$ cat src/rtl/tdp_pkg.sv
// package for the transmit descriptor poll / crc select block
// assumes one 20 MHz clock, avalon-mm register slave, memory master outside
//
// Contract
// - poll enable clear: no new descriptor started; a descriptor already in progress is finished
// - poll enable set: check current descriptor ready
// - not-ready descriptor found: hardware clears poll enable
// - crc select: 0 sixteen-bit, 1 thirty-two-bit
package tdp_pkg;
  localparam logic [3:0]  ADDR_MODE      = 4'h0;  // channel_mode_word
  localparam logic [3:0]  ADDR_STATUS    = 4'h4;  // current descriptor index, busy
  localparam logic [3:0]  ADDR_BASE      = 4'h8;  // descriptor ring base address
  localparam int          POLL_BIT       = 7;
  localparam int          CRC_BIT        = 8;
  localparam logic [15:0] MODE_RESET     = 16'h0000;
  localparam logic [15:0] MODE_WR_MASK   = 16'hF18F;  // bits 4-6, 9-11 reserved
  localparam logic [31:0] BASE_RESET     = 32'h0000_0000;
  localparam int          READY_BIT      = 15;     // ready flag in descriptor status word
  localparam int          WRAP_BIT       = 13;     // last descriptor of the ring
  localparam logic [31:0] DESC_STRIDE    = 32'h0000_0008;

  typedef enum logic [2:0] {
    TDP_IDLE   = 3'b000,
    TDP_RD_ST  = 3'b001,
    TDP_RD_PTR = 3'b010,
    TDP_SEND   = 3'b011,
    TDP_NEXT   = 3'b100
  } tdp_state_type;
endpackage

$ cat src/rtl/tdp_tx_poll.sv
// transmit descriptor poll engine with crc select for one channel
// assumes a memory master port with waitrequest and a send engine
// that accepts a buffer (pointer, length) and reports done
// one instance serves one channel; a multichannel part repeats it
// the poll bit is the only mode field that hardware ever writes
// limitation: descriptors are read one word at a time, no bursts
// limitation: the crc select is only passed on, framing lies outside
// limitation: status read shows the slot index, not the byte address
//
// The placing of the registers and the Avalon-MM slave port were left to the implementer.
module tdp_tx_poll
  import tdp_pkg::*;
#(
  parameter int RING_SIZE = 8
) (
  input  wire logic        clk,
  input  wire logic        reset,
  // avalon-mm register slave
  input  wire logic [3:0]  avs_address,
  input  wire logic        avs_read,
  input  wire logic        avs_write,
  input  wire logic [31:0] avs_writedata,
  input  wire logic [3:0]  avs_byteenable,
  output logic [31:0]      avs_readdata,
  output logic             avs_waitrequest,
  // descriptor memory master
  output logic [31:0]      mem_address,
  output logic             mem_read,
  input  wire logic [31:0] mem_readdata,
  input  wire logic        mem_waitrequest,
  // send engine
  output logic             send_start,
  output logic [31:0]      send_pointer,
  output logic [15:0]      send_length,
  output logic             crc32_select,
  input  wire logic        send_done
);
  import tdp_pkg::*;

  // index is eight bits wide, so the ring holds at most 256 slots
  if (RING_SIZE < 1 || RING_SIZE > 256) begin : g_bad_ring_size
    $error("RING_SIZE out of range");
  end

  ////////////////////////////////////////////////////////////////////////
  // walk state
  tdp_state_type state;
  tdp_state_type next_state;
  // register bus and descriptor walk state
  logic [15:0]   mode;
  logic [15:0]   next_mode;
  logic [31:0]   base;
  logic [31:0]   next_base;
  logic [7:0]    index;
  logic [7:0]    next_index;
  logic          wrap;
  logic          next_wrap;
  logic [15:0]   length;
  logic [15:0]   next_length;
  logic [31:0]   pointer;
  logic [31:0]   next_pointer;
  logic          ack;
  logic          next_ack;
  logic [31:0]   rdata;
  logic [31:0]   next_rdata;
  logic          clear_poll;
  logic [15:0]   be_mask;

  // descriptor fields as they come off the memory bus
  logic          desc_ready;
  logic          desc_wrap;
  logic [15:0]   desc_length;
  // walk and register bus conditions
  logic          ring_end;
  logic          busy;
  logic          mode_write;
  logic          sw_poll_set;
  // descriptor address parts
  logic [31:0]   slot_offset;
  logic [31:0]   word_offset;

  assign be_mask = {{8{avs_byteenable[1]}}, {8{avs_byteenable[0]}}};

  ////////////////////////////////////////////////////////////////////////
  // descriptor fields and walk conditions
  assign desc_ready  = mem_readdata[READY_BIT];
  assign desc_wrap   = mem_readdata[WRAP_BIT];
  assign desc_length = mem_readdata[31:16];
  // wrap flag ends the ring early; otherwise the last slot wraps to zero
  assign ring_end    = wrap || (index == 8'(RING_SIZE - 1));
  assign busy        = (state != TDP_IDLE);
  // a write lands at the edge that ends its ack cycle, one edge after its wait cycle ends
  assign mode_write  = avs_write && ack && (avs_address == ADDR_MODE);
  assign sw_poll_set = mode_write && avs_byteenable[0] && avs_writedata[POLL_BIT];

  ////////////////////////////////////////////////////////////////////////
  // register slave: one wait cycle for every access, unmapped reads give 0
  always_comb begin
    next_ack   = (avs_read || avs_write) && !ack;
    next_rdata = 32'h0000_0000;
    next_mode  = mode;
    next_base  = base;
    if (avs_read && !ack) begin
      unique case (avs_address)
        ADDR_MODE:   next_rdata = {16'h0000, mode};
        ADDR_STATUS: next_rdata = {23'h00_0000, busy, index};
        ADDR_BASE:   next_rdata = base;
        default:     next_rdata = 32'h0000_0000;
      endcase
    end
    if (mode_write) begin
      next_mode = (mode & ~(be_mask & MODE_WR_MASK))
                | (avs_writedata[15:0] & be_mask & MODE_WR_MASK);
    end
    if (avs_write && ack && avs_address == ADDR_BASE) begin
      next_base = avs_writedata;
    end
    // hardware clear loses only to a software set in the same cycle,
    // so a re-arm racing a not-ready status read is never lost
    if (clear_poll && !sw_poll_set) begin
      next_mode[POLL_BIT] = 1'b0;
    end
  end

  always_ff @(posedge clk or posedge reset) begin
    if (reset) begin
      ack   <= 1'b0;
      rdata <= 32'h0000_0000;
      mode  <= MODE_RESET;
      base  <= BASE_RESET;
    end else begin
      ack   <= next_ack;
      rdata <= next_rdata;
      mode  <= next_mode;
      base  <= next_base;
    end
  end

  assign avs_waitrequest = (avs_read || avs_write) && !ack;
  assign avs_readdata    = rdata;
  assign crc32_select    = mode[CRC_BIT];

  ////////////////////////////////////////////////////////////////////////
  // descriptor walk: status word at +0 (ready, wrap, length), pointer at +4
  // idle waits for the poll bit; status read decides send or stop;
  // pointer read completes the descriptor; send holds until done;
  // next advances the slot and checks the poll bit again, so a
  // cleared bit ends the walk without another memory cycle
  always_comb begin
    next_state   = state;
    next_index   = index;
    next_wrap    = wrap;
    next_length  = length;
    next_pointer = pointer;
    clear_poll   = 1'b0;
    unique case (state)
      TDP_IDLE: begin
        if (mode[POLL_BIT]) begin
          next_state = TDP_RD_ST;
        end
      end
      TDP_RD_ST: begin
        if (!mem_waitrequest) begin
          if (desc_ready) begin
            next_wrap   = desc_wrap;
            next_length = desc_length;
            next_state  = TDP_RD_PTR;
          end else begin
            clear_poll = 1'b1;
            next_state = TDP_IDLE;
          end
        end
      end
      TDP_RD_PTR: begin
        if (!mem_waitrequest) begin
          next_pointer = mem_readdata;
          next_state   = TDP_SEND;
        end
      end
      TDP_SEND: begin
        if (send_done) begin
          next_state = TDP_NEXT;
        end
      end
      TDP_NEXT: begin
        if (ring_end) begin
          next_index = 8'h00;
        end else begin
          next_index = index + 8'h01;
        end
        next_state = mode[POLL_BIT] ? TDP_RD_ST : TDP_IDLE;
      end
      default: next_state = TDP_IDLE;
    endcase
  end

  always_ff @(posedge clk or posedge reset) begin
    if (reset) begin
      state   <= TDP_IDLE;
      index   <= 8'h00;
      wrap    <= 1'b0;
      length  <= 16'h0000;
      pointer <= 32'h0000_0000;
    end else begin
      state   <= next_state;
      index   <= next_index;
      wrap    <= next_wrap;
      length  <= next_length;
      pointer <= next_pointer;
    end
  end

  // no memory cycle at all outside the two read states
  assign mem_read     = (state == TDP_RD_ST) || (state == TDP_RD_PTR);
  // descriptor address: slot offset, plus one word for the pointer read
  assign slot_offset  = {24'h00_0000, index} * DESC_STRIDE;
  assign word_offset  = (state == TDP_RD_PTR) ? 32'h0000_0004 : 32'h0000_0000;
  assign mem_address  = base + slot_offset + word_offset;
  assign send_start   = (state == TDP_SEND);
  assign send_pointer = pointer;
  assign send_length  = length;
endmodule

$ cat config.mk
export PLATFORM = sky130hd
export DESIGN_NAME = tdp_tx_poll
export DESIGN_NICKNAME = d
export VERILOG_FILES = /design/src/rtl/tdp_pkg.sv /design/src/rtl/tdp_tx_poll.sv
export SDC_FILE = /design/constraint.sdc
export NUM_CORES = 1
export LEC_CHECK = 0
export ABC_CLOCK_PERIOD_IN_PS = 4600
export BUFFER_PORTS_ARGS = -buffer_cell sky130_fd_sc_hd__buf_2
export CORE_ASPECT_RATIO = 1.5
export CORE_MARGIN = 2
export CORE_UTILIZATION = 51
export DETAILED_ROUTE_END_ITERATION = 10
export HOLD_SLACK_MARGIN = 0.15
export PLACE_DENSITY_LB_ADDON = 0.1
export SYNTH_ARGS = -nofsm -noshare
export SYNTH_HDL_FRONTEND = slang
export SYNTH_SLANG_ARGS = --single-unit
$ cat constraint.sdc
create_clock -name clk -period 4.6 [get_ports clk]
set_clock_uncertainty 0.1 [all_clocks]
set_input_delay 0.23 -clock clk [delete_from_list [all_inputs] [get_ports clk]]
set_output_delay 0.23 -clock clk [all_outputs]
set_load 0.02 [all_outputs]
Word-level counts from Yosys, hierarchy flattened
Cells that the tools add are included.
{ "totals": {"ff_bits": 141, "latchBits": 0, "mem_bits_rw": 0, "mem_bits_ro": 0, "in_bits": 78, "memories": 0} }
{ "classes": {"n_addsub": 3, "mul": 0, "div": 0, "n_lt_le_gt_ge": 0, "eq_ne": 11, "n_shift": 0, "muxes": 16, "bitwise_logic": 5, "reduce_logical": 20} }
{ "op_table": {"columns": ["operator", "n"], "rows": [
  ["one-hot mux 32 bit (3 select lines)", 1],
  ["adder 32 x 11 -> 32 bit", 1],
  ["adder 32 x 3 -> 32 bit", 1],
  ["bitwise AND 16 bit", 2],
  ["2-to-1 mux 32 bit", 1],
  ["2-to-1 mux 8 bit", 2],
  ["NOT 16 bit", 1],
  ["bitwise OR 16 bit", 1],
  ["2-to-1 mux 3 bit", 5],
  ["one-hot mux 3 bit (5 select lines)", 1],
  ["adder 8 x 1 -> 8 bit (second input constant)", 1],
  ["== test 8 x 3 -> 1 bit (second input constant)", 1],
  ["logical AND 1 bit", 8],
  ["== test 3 x 2 -> 1 bit (second input constant)", 2],
  ["!= test 2 bit (second input constant)", 3],
  ["2-to-1 mux 1 bit", 5],
  ["== test 4 x 3 -> 1 bit (second input constant)", 1],
  ["== test 4 bit (second input constant)", 1],
  ["logical NOT 4 bit", 1],
  ["AND reduction 4 bit", 1],
  ["== test 3 x 1 -> 1 bit (second input constant)", 1],
  ["== test 3 bit (second input constant)", 1],
  ["logical NOT 3 bit", 1],
  ["logical OR 1 bit", 3],
  ["8 further kinds", 9]
]} }

Longest topological paths before layout
Gate-level depths: netlist of run 1.
{ "logic_depth": {"ltp_word": 7, "depth_mapped": 9, "mapped_depth_nobuf": 8} }

Least setup slack after synthesis of run 1
No wires, ideal clock.
{ "synth_timing": {"path_kind": "register to output", "startpoint": "register state[1]", "endpoint": "output port mem_address[30]", "arrival_ns": 2.577, "required_time_ns": 4.270, "setup_slack_ns": 1.693, "path_stages_with_launch": 10, "path_buffers": 1, "path_cell_list": "dfrtp_1 buf_2 nor3b_1 ha_1 fa_1 a21o_1 a221oi_2 a2bb2oi_1 nor3_1 xnor2_1"} }
{ "synth_between": {"elab_chain_len": 3} }
{ "synth_lines": {"columns": ["item", "line_no", "text"], "rows": [
  ["start, declared", "tdp_tx_poll.sv:47", "tdp_state_type state;"],
  ["start signal, assigned", "tdp_tx_poll.sv:205", "state <= next_state;"],
  ["== test 3 x 2 -> 1 bit", "tdp_tx_poll.sv:217", "assign word_offset = (state == TDP_RD_PTR) ? 32'h0000_0004 : 32'h0000_0000;"],
  ["2-to-1 mux 3 bit", "tdp_tx_poll.sv:217", null],
  ["adder 32 x 3 -> 32 bit", "tdp_tx_poll.sv:218", "assign mem_address = base + slot_offset + word_offset;"],
  ["end, declared", "tdp_tx_poll.sv:27", "output logic [31:0] mem_address,"]
]} }
No other way between the ends.

Worst setup path in the final report of run 1
{ "layout_timing": {"startpoint": "register state[1]", "endpoint": "output port mem_address[28]"} }
Same word-level chain as after synthesis.

==> results.ini, run 1 <==
[status]
status=complete, no violations

[critical_path]
path_max_fanout=10
critical_path.max_stage_delay_ns=0.58
path_common_cell=nor3b_1
cp_num_buf_inv=1
crit_type=flop to output pin
cp.required_ns=4.27
r2r_start=state[1]
cp_top_family=compound AO/OA/AOI/OAI gates
endpoint_kind=output pin
cp.depth=9
crit_start=state[1]
r2r_slack_ns=2.27
crit_chain=nor3b_1 -> ha_1 -> fa_1 -> a21o_1 -> a221oi_2 -> a2bb2oi_1 -> nor3b_1 -> xor2_1 -> buf_2
r2r_cells=3
cp-start-kind=flop
r2r_end=send_pointer[0]
arrival_ns=3.49
critical_path.endpoint=mem_address[28]
cp_slowest_cell=a2bb2oi_1

[timing]
fmax_ghz=0.262
post-route-min-period_ns=3.82
hold_viol=0
setup_tns_ns=0
max_slew_margin_pct=35.3
worst_pin_slew_ns=0.968
period_share_pct=83.0
drv_slew=0
rsz0062_at_grt=false
setup_violations=0

[synth]
synth.distinct_cells=51
synth_async_sr_flop_share_pct=100
synth_edf_count=0
syn_area_um2=6040
synth_top_family_by_area=multiplexers
synthMuxAreaShare_pct=16.2
synth_nets=570
synth_simple_gate_area_share_pct=11.2
yosysWarnings=0
netlist_instances=481
synth_seq_cells=135
synth_ff_type=dfrtp_1
synthXorXnorAreaFrac_pct=4.20
syn_avg_cell_area_um2=12.6
synth.yosys.seq_area_share_pct=55.9
synthAdderAreaFrac_pct=2.40
synth-compound-area-share_pct=7.83

[power]
irDropWorstVdd_mv=0.377
switching_share_pct=34.9
switchingPower_uw=1550
pwr-share-seq_pct=39.1
comb_power_share_pct=32.1
power.leakage_uw=0.00412
powerDensity_nw_per_um2=531
internal_power_uw=2900
pwr-share-clk_pct=28.8

[global_routing]
grt_usage_pct=24.3
overflow=0
grt_max_degree=90
antenna_found_initial=0
grt_pass1_wl_um=24000
grt_pass1_vias=5019

[die]
fp.coreArea_um2=11500
dieArea_um2=12800
start_util_pct=52.4
io_pins=194
dieHeight_um=137
die_x_um=92.9
row_count=48

[final_layout]
antenna_cells=0
fin_util_pct=72.8
area_growth_pct=38.9
fin_cells=906
nets=833
ff_latch_area_um2=3380
fill_cells=844
layout-drive-gt1-share_pct=42.7
multi_input_area_um2=2540

[placed_design]
placed_cells=806
numPortBuffers=191
place_congestion=0.906
dp_hpwl_um=10700

[clocking]
ctsHtreeMaxLevel=4
post_cts_resize_count=0
path_clk_slew_ns=0.05
cts-buffers-inserted=17
cts_root_buf=clkbuf_16
cts.sinks=135
tritoncts=built
clock_path_buffers=2
clkLatencyLatePin_ns=0.41

[routing]
ant_nets=0
drc=0
first_pass_iters=4
drt-initial-drc-count=167
wl_per_cell_um=16.9
vias=4832
avgViaCountPerCell=5.33
drt_wl_total_um=15300

[run]
maxCapViolCount=0

[hold_path]
min_path_type=primary input to flop

per-stage QoR:
| step | total power, µW | cell area (µm²) | worst slack [ns] | hold slack [ns] |
|---|---|---|---|---|
| 3_5_place_dp | 3140 | 7140 | 1.24 | 0.346 |
| 6_report | 4460 | 8390 | 0.782 | 0.189 |
| 4_1_cts | 4480 | 8390 | 0.792 | 0.183 |
| 2_1_floorplan | 2650 | 6040 | 0.659 | 0.247 |
| 5_1_grt | 4660 | 8390 | 0.648 | 0.209 |
| 3_3_place_gp | 3080 | 7140 | 1.34 | 0.333 |
state kept, by name (all words and copies together) (netlist names), named ones only:
name / count
avs_readdata: 32
base: 32
send_pointer: 32
send_length: 16
index: 8
state: 3
ack: 1
mode: 1
wrap: 1
cell type report:
cell class	instances	area share, %
Inverter	9	0.462
Tap cell	150	2.24
Sequential cell	135	40.2
Clock inverter	11	1.21
Timing Repair Buffer	264	20.0
Clock buffer	20	5.56
Multi-Input combinational cell	317	30.3
Yosys cell counts (2+ instances only):
library cell	number	area (µm²)
dfrtp_1	135	3380
mux2_2	86	968
nor2_1	32	120
nand2_1	28	105
and2_1	21	131
xnor2_1	16	140
xor2_1	13	114
a21oi_1	12	60.1
buf_2	11	55.1
ha_1	10	125
nand3_1	10	50.1
nand4_1	10	62.6
inv_1	9	33.8
a22oi_1	8	60.1
o21ai_0	8	40.0
and3_1	6	37.5
clkbuf_1	6	22.5
a222oi_1	5	50.1
a21o_1	4	30.0
nor2b_1	4	25.0
nor3_1	4	20.0
nor3b_1	4	30.0
buf_4	3	22.5
o31ai_1	3	22.5
a21boi_0	2	15.0
nor4_1	2	12.5
nor4b_1	2	17.5
nor4b_2	2	30.0
o211ai_1	2	15.0
o21bai_1	2	15.0
worst min-delay path by stage:
stage	from	to	slack [ns]	cells past startpoint
4_1_cts	avs_address[3]	avs_readdata[8]	0.18	4
2_1_floorplan	avs_writedata[21]	base[21]	0.25	2
5_1_grt	avs_address[3]	avs_readdata[8]	0.21	4
6_report	avs_address[3]	avs_readdata[8]	0.19	4
3_5_place_dp	reset	avs_readdata[31]	0.35	2
3_3_place_gp	reset	base[26]	0.33	2
kinds of logic after synthesis:
| family | after synthesis |
|---|---|
| flip-flops | 135 |
| AND/OR/NAND/NOR | 129 |
| multiplexers | 87 |
| AO/OA/AOI/OAI | 61 |
| XOR/XNOR | 29 |
| buffers and inverters | 29 |
| adder cells (fa/ha/maj) | 11 |
routing by layer:
layer,track usage (%),share of wire [%],vias up
li1,-,-,2246
met1,26.1,37,2393
met5,0,0,-
met2,44.6,55,161
met3,6.02,5.1,32
met4,11.4,2.8,0
cells in the final DEF (no fill, tap or decap), types with 12 or more instances in the layout:
cell type	netlist	final
nand2_1	28	28
a21oi_1	12	12
buf_2	11	191
dfrtp_1	135	135
xor2_1	13	13
nor2_1	32	32
and2_1	21	21
mux2_2	86	86
dlygate4sd3_1	0	69
xnor2_1	16	16
clkbuf_16	0	17
power groups by stage:
stage                     clock [µW]  combinational, µW  sequential (µW)
after global routing            1340               1530             1780
after floorplan                    0                685             1970
after global placement             0               1350             1730
after CTS                       1300               1440             1740
final                           1280               1430             1740
after detailed placement           0               1390             1750
tightest hold or removal path, delay by kind of cell:
family	cells	cell delay, ns
AO/OA/AOI/OAI	2	0.18
buffers and inverters	1	0.12
AND/OR/NAND/NOR	1	0.12
what timing repair did:
item	CTS	global route
hold buffers	69	0
hold endpoints to repair	183	0
setup buffers	0	0
No activity file was read; power rests on OpenSTA's default activity.
==> run 2: changes to the inputs <==
--- a/config.mk
+++ b/config.mk
@@ -5,11 +5,11 @@
 export SDC_FILE = /design/constraint.sdc
 export NUM_CORES = 1
 export LEC_CHECK = 0
-export ABC_CLOCK_PERIOD_IN_PS = 4600
+export ABC_CLOCK_PERIOD_IN_PS = 3500
 export BUFFER_PORTS_ARGS = -buffer_cell sky130_fd_sc_hd__buf_2
 export CORE_ASPECT_RATIO = 1.5
 export CORE_MARGIN = 2
-export CORE_UTILIZATION = 51
+export CORE_UTILIZATION = 46
 export DETAILED_ROUTE_END_ITERATION = 10
 export HOLD_SLACK_MARGIN = 0.15
 export PLACE_DENSITY_LB_ADDON = 0.1
==> constraint.sdc (replaced) <==
create_clock -name clk -period 3.5 [get_ports clk]
set_clock_uncertainty 0.1 [all_clocks]
set_input_delay 0.175 -clock clk [delete_from_list [all_inputs] [get_ports clk]]
set_output_delay 0.175 -clock clk [all_outputs]
set_load 0.02 [all_outputs]
==> run 2 against run 1 <==
Net effect:
- sequential share of layout area down 0.58 points
- critical path depth did not move
- die area increased by 10%
- highest routed layer unchanged
- flip-flop and latch count unchanged
- critical endpoint is now mem_address[14]
==> results.ini, run 2 (same netlist as run 1, synthesis figures left out) <==
[status]
status=complete, no violations

[die]
fp.coreArea_um2=12900
io_pins=194
dieHeight_um=144
dieArea_um2=14100
row_count=51
die_x_um=97.6
start_util_pct=46.9

[global_routing]
antenna_found_initial=0
overflow=0
grt_pass1_wl_um=24600
grt_max_degree=79
grt_usage_pct=21.9
grt_pass1_vias=5058

[placed_design]
dp_hpwl_um=10700
numPortBuffers=191
place_congestion=0.837
placedInstanceArea_um2=7190

[clocking]
clkLatencyLatePin_ns=0.41
cts-buffers-inserted=17
tritoncts=built
cts_root_buf=clkbuf_16
cts_setup_buffers=0
ctsHtreeMaxLevel=4
cts.sinks=135
path_clk_slew_ns=0.06
clock_path_buffers=2

[routing]
drt_wl_total_um=15300
vias=4787
drc=0
avgViaCountPerCell=5.21
wl_per_cell_um=16.6
drt-initial-drc-count=181
ant_nets=0
first_pass_iters=5

[timing]
hold_viol=0
max_slew_margin_pct=38.3
drv_slew=0
fmax_ghz=0.296
period_share_pct=96.5
setup_violations=0
post-route-min-period_ns=3.38
rsz0062_at_grt=false
setup_tns_ns=0
worst_pin_slew_ns=0.923

[final_layout]
nets=836
layout-drive-gt1-share_pct=43.3
final_cell_area_um2=8520
final_common_cell=buf_2
final_cell_mix=191 x buf_2, 135 x dfrtp_1, 86 x mux2_2
antenna_cells=0
area_growth_pct=40.9

[critical_path]
path_max_fanout=10
crit_type=flop to output pin
cp.required_ns=3.22
r2r_slack_ns=1.21
endpoint_kind=output pin
cp-start-kind=flop
arrival_ns=3.10

[power]
power.leakage_uw=0.00416
total_power_uw=5970
powerDensity_nw_per_um2=700
irDropWorstVdd_mv=0.521

[run]
maxCapViolCount=0

[hold_path]
min_path_type=primary input to flop

[run 2: stage by stage]
| stage | hold slack [ns] | setup slack (ns) | utilization [%] | instances |
|---|---|---|---|---|
| after global placement | 0.179 | 0.405 | 55.8 | 818 |
| after CTS | 0.220 | 0.0362 | 65.9 | 919 |
| after detailed placement | 0.191 | 0.310 | 55.8 | 818 |
| after floorplan | 0.192 | 0.648 | - | 481 |
| final | 0.234 | 0.123 | 66.1 | 919 |
| after global routing | 0.256 | 0.00565 | 66.1 | 919 |
[run 2: per-layer routing]
layer	GRT usage, %	vias to the layer above	routed length [µm]
met5	0	-	0
met4	7.46	0	190
met3	6.14	17	859
met2	40.8	155	8270
met1	23.8	2366	5940
li1	-	2249	-
[run 2: power breakdown]
part / internal [µW] / total, µW / switching [µW]
Combinational: 817 / 1890 / 1080
Clock: 1090 / 1790 / 694
Sequential: 1970 / 2290 / 314
[run 2: worst paths after layout]
kind | from | cells past startpoint | to
setup / recovery | state[1] | 9 | mem_address[14]
hold / removal | avs_byteenable[0] | 3 | mode[7]
setup reg to reg | state[1] | 3 | send_pointer[7]
hold reg to reg | base[30] | 1 | avs_readdata[30]
max in group asynchronous | reset | 4 | avs_readdata[4]
min in group asynchronous | reset | 3 | send_pointer[1]
[run 2: worst max-delay path: stages (launching register included)]
cell and delay, ns:
dfrtp_1 0.48, nor3b_2 0.22, ha_1 0.22, fa_1 0.42, a21o_1 0.24, a221oi_4 0.40
o21bai_1 0.23, nand4_1 0.15, xnor2_1 0.13, buf_2 0.19
[run 2: timing repair]
action                     4_1_cts  5_1_grt
hold endpoints to repair       121        0
hold buffers                    69        0
gates resized for setup          1        3
setup endpoints to repair        5       11
pin swaps                        0        0
[run 2: area by class of cell]
cell class / count / area (µm²)
clock inverter: 13 / 146
tap: 159 / 199
multi-input combinational: 317 / 2580
fill: 1003 / 4370
sequential: 135 / 3380
timing repair buffer: 267 / 1720
inverter: 9 / 37.5
clock buffer: 19 / 453
==> run 3: changes to the inputs <==
--- a/config.mk
+++ b/config.mk
@@ -12,7 +12,7 @@
 export CORE_UTILIZATION = 46
 export DETAILED_ROUTE_END_ITERATION = 10
 export HOLD_SLACK_MARGIN = 0.15
-export PLACE_DENSITY_LB_ADDON = 0.1
+export PLACE_DENSITY = 0.73
 export SYNTH_ARGS = -nofsm -noshare
 export SYNTH_HDL_FRONTEND = slang
 export SYNTH_SLANG_ARGS = --single-unit
==> run 3 against run 2 <==
Net effect:
- cell area increased by 0.81%
- sequential power about the same
- global-route usage increased by 0.40 points
- first-iteration DRC count increased by 31%
- via count increased by 1.6%
- hold slack got worse by 0.057 ns
- clock power increased by 12%
- highest routed layer unchanged
- critical path depth increased by 1
- critical endpoint is now mem_address[10]
- count of clock-buffer cells in the layout increased by 2
- routed wire length increased by 1.7%
- largest cell class unchanged
- setup slack improved by 0.023 ns
==> results.ini, run 3 (same netlist as run 1, synthesis figures left out) <==
[routing]
drc=0
drt-initial-drc-count=237
avgViaCountPerCell=5.29
first_pass_iters=4
vias=4865
drt_wl_total_um=15500
ant_nets=0
wl_per_cell_um=16.9

[critical_path]
r2r_cells=3
r2r_slack_ns=1.23
crit_chain=nor3b_1 -> ha_1 -> fa_1 -> a21o_1 -> a221oi_4 -> buf_4 -> o21bai_1 -> a21oi_1 -> xnor2_1 -> buf_2
endpoint_kind=output pin
critical_path.max_stage_delay_ns=0.47
arrival_ns=3.08
cp-start-kind=flop
crit_type=flop to output pin
cp.depth=10
cp_slowest_cell=dfrtp_2
critical_path.endpoint=mem_address[10]
r2r_end=send_pointer[31]
crit_start=state[1]
r2r_start=state[0]
cp.required_ns=3.22
cp_top_family=compound AO/OA/AOI/OAI gates
path_max_fanout=10
cp_num_buf_inv=2

[timing]
fmax_ghz=0.298
period_share_pct=95.8
setup_tns_ns=0
setup_violations=0
max_slew_margin_pct=37.0
worst_pin_slew_ns=0.942
post-route-min-period_ns=3.35
drv_slew=0
hold_viol=0

[global_routing]
grt_pass1_wl_um=25000
grt_pass1_vias=5245
antenna_found_initial=0
grt_usage_pct=22.3
grt_max_degree=54
overflow=0

[clocking]
cts-buffers-inserted=17
ctsHtreeMaxLevel=4
tritoncts=built
clkLatencyLatePin_ns=0.41
clock_path_buffers=2
cts_root_buf=clkbuf_16
path_clk_slew_ns=0.06
cts.sinks=135
cts_setup_buffers=0

[final_layout]
area_growth_pct=42.1
layout-drive-gt1-share_pct=43.2
final_cell_mix=191 x buf_2, 134 x dfrtp_1, 86 x mux2_2
final_common_cell=buf_2
antenna_cells=0
nets=838
fin_cells=920

[hold_path]
hold_depth=4
min_path_type=primary input to flop

[placed_design]
numPortBuffers=191
dp_hpwl_um=10900
place_congestion=0.874
placed_cells=818

[power]
pwr-share-clk_pct=32.3
comb_power_share_pct=30.5
switching_share_pct=33.2
switchingPower_uw=2050
pwr-share-seq_pct=37.1
total_power_uw=6190
internal_power_uw=4130
irDropWorstVdd_mv=0.487
power.leakage_uw=0.00420
powerDensity_nw_per_um2=721

[run]
maxCapViolCount=0

[die]
dieHeight_um=144
die_x_um=97.6
row_count=51
fp.coreArea_um2=12900
dieArea_um2=14100
io_pins=194
start_util_pct=46.9

[status]
status=complete, no violations

-- run 3: power groups by stage --
stage	logic [µW]	clock network (µW)	registers, µW
after floorplan	900	0	2580
after global routing	2030	2100	2360
final	1890	2000	2300
after CTS	1900	2040	2290
after detailed placement	1830	0	2310
after global placement	1780	0	2290
-- run 3: per-layer routing --
| layer | vias up | routed length [µm] | track usage, % |
|---|---|---|---|
| met5 | - | 0 | 0 |
| met4 | 0 | 256 | 9.58 |
| met3 | 21 | 915 | 5.65 |
| met2 | 185 | 8560 | 41.2 |
| met1 | 2403 | 5790 | 24.1 |
| li1 | 2256 | - | - |
-- run 3: worst register-to-register path: stages, from the launching register on --
cell	delay (ns)
dfrtp_1	0.47
nor3b_1	0.32
nor2b_4	0.83
mux2_2	0.43
-- run 3: what timing repair did --
item | in CTS | in global routing
gates resized for setup | 1 | 3
hold buffers | 71 | 0
gates cloned | 0 | 0
endpoints found under the hold margin | 136 | 0
setup endpoints to repair | 1 | 7
-- run 3: worst min path at each step --
stage | end | start | slack [ns]
2_1_floorplan | base[21] | avs_writedata[21] | 0.19
3_3_place_gp | base[30] | avs_writedata[30] | 0.30
3_5_place_dp | base[30] | avs_writedata[30] | 0.31
4_1_cts | avs_readdata[6] | avs_address[1] | 0.17
5_1_grt | avs_readdata[5] | avs_address[1] | 0.18
6_report | avs_readdata[4] | avs_address[1] | 0.18
-- run 3: metrics by stage --
stage	utilization, %	cell area, µm²	setup WS [ns]	hold slack, ns
6_report	66.6	8590	0.146	0.177
3_5_place_dp	55.7	7180	0.440	0.307
4_1_cts	66.5	8570	0.0890	0.169
5_1_grt	66.6	8590	-0.00771	0.182
2_1_floorplan	-	6050	0.648	0.192
3_3_place_gp	55.7	7180	0.511	0.301
-- run 3: layout make-up --
| class | count | area [µm²] |
|---|---|---|
| clock inverter | 10 | 191 |
| clock buffer | 21 | 480 |
| sequential | 135 | 3380 |
| inverter | 9 | 37.5 |
| tap | 159 | 199 |
| fill | 989 | 4300 |
| timing repair buffer | 269 | 1730 |
| multi-input combinational | 317 | 2570 |
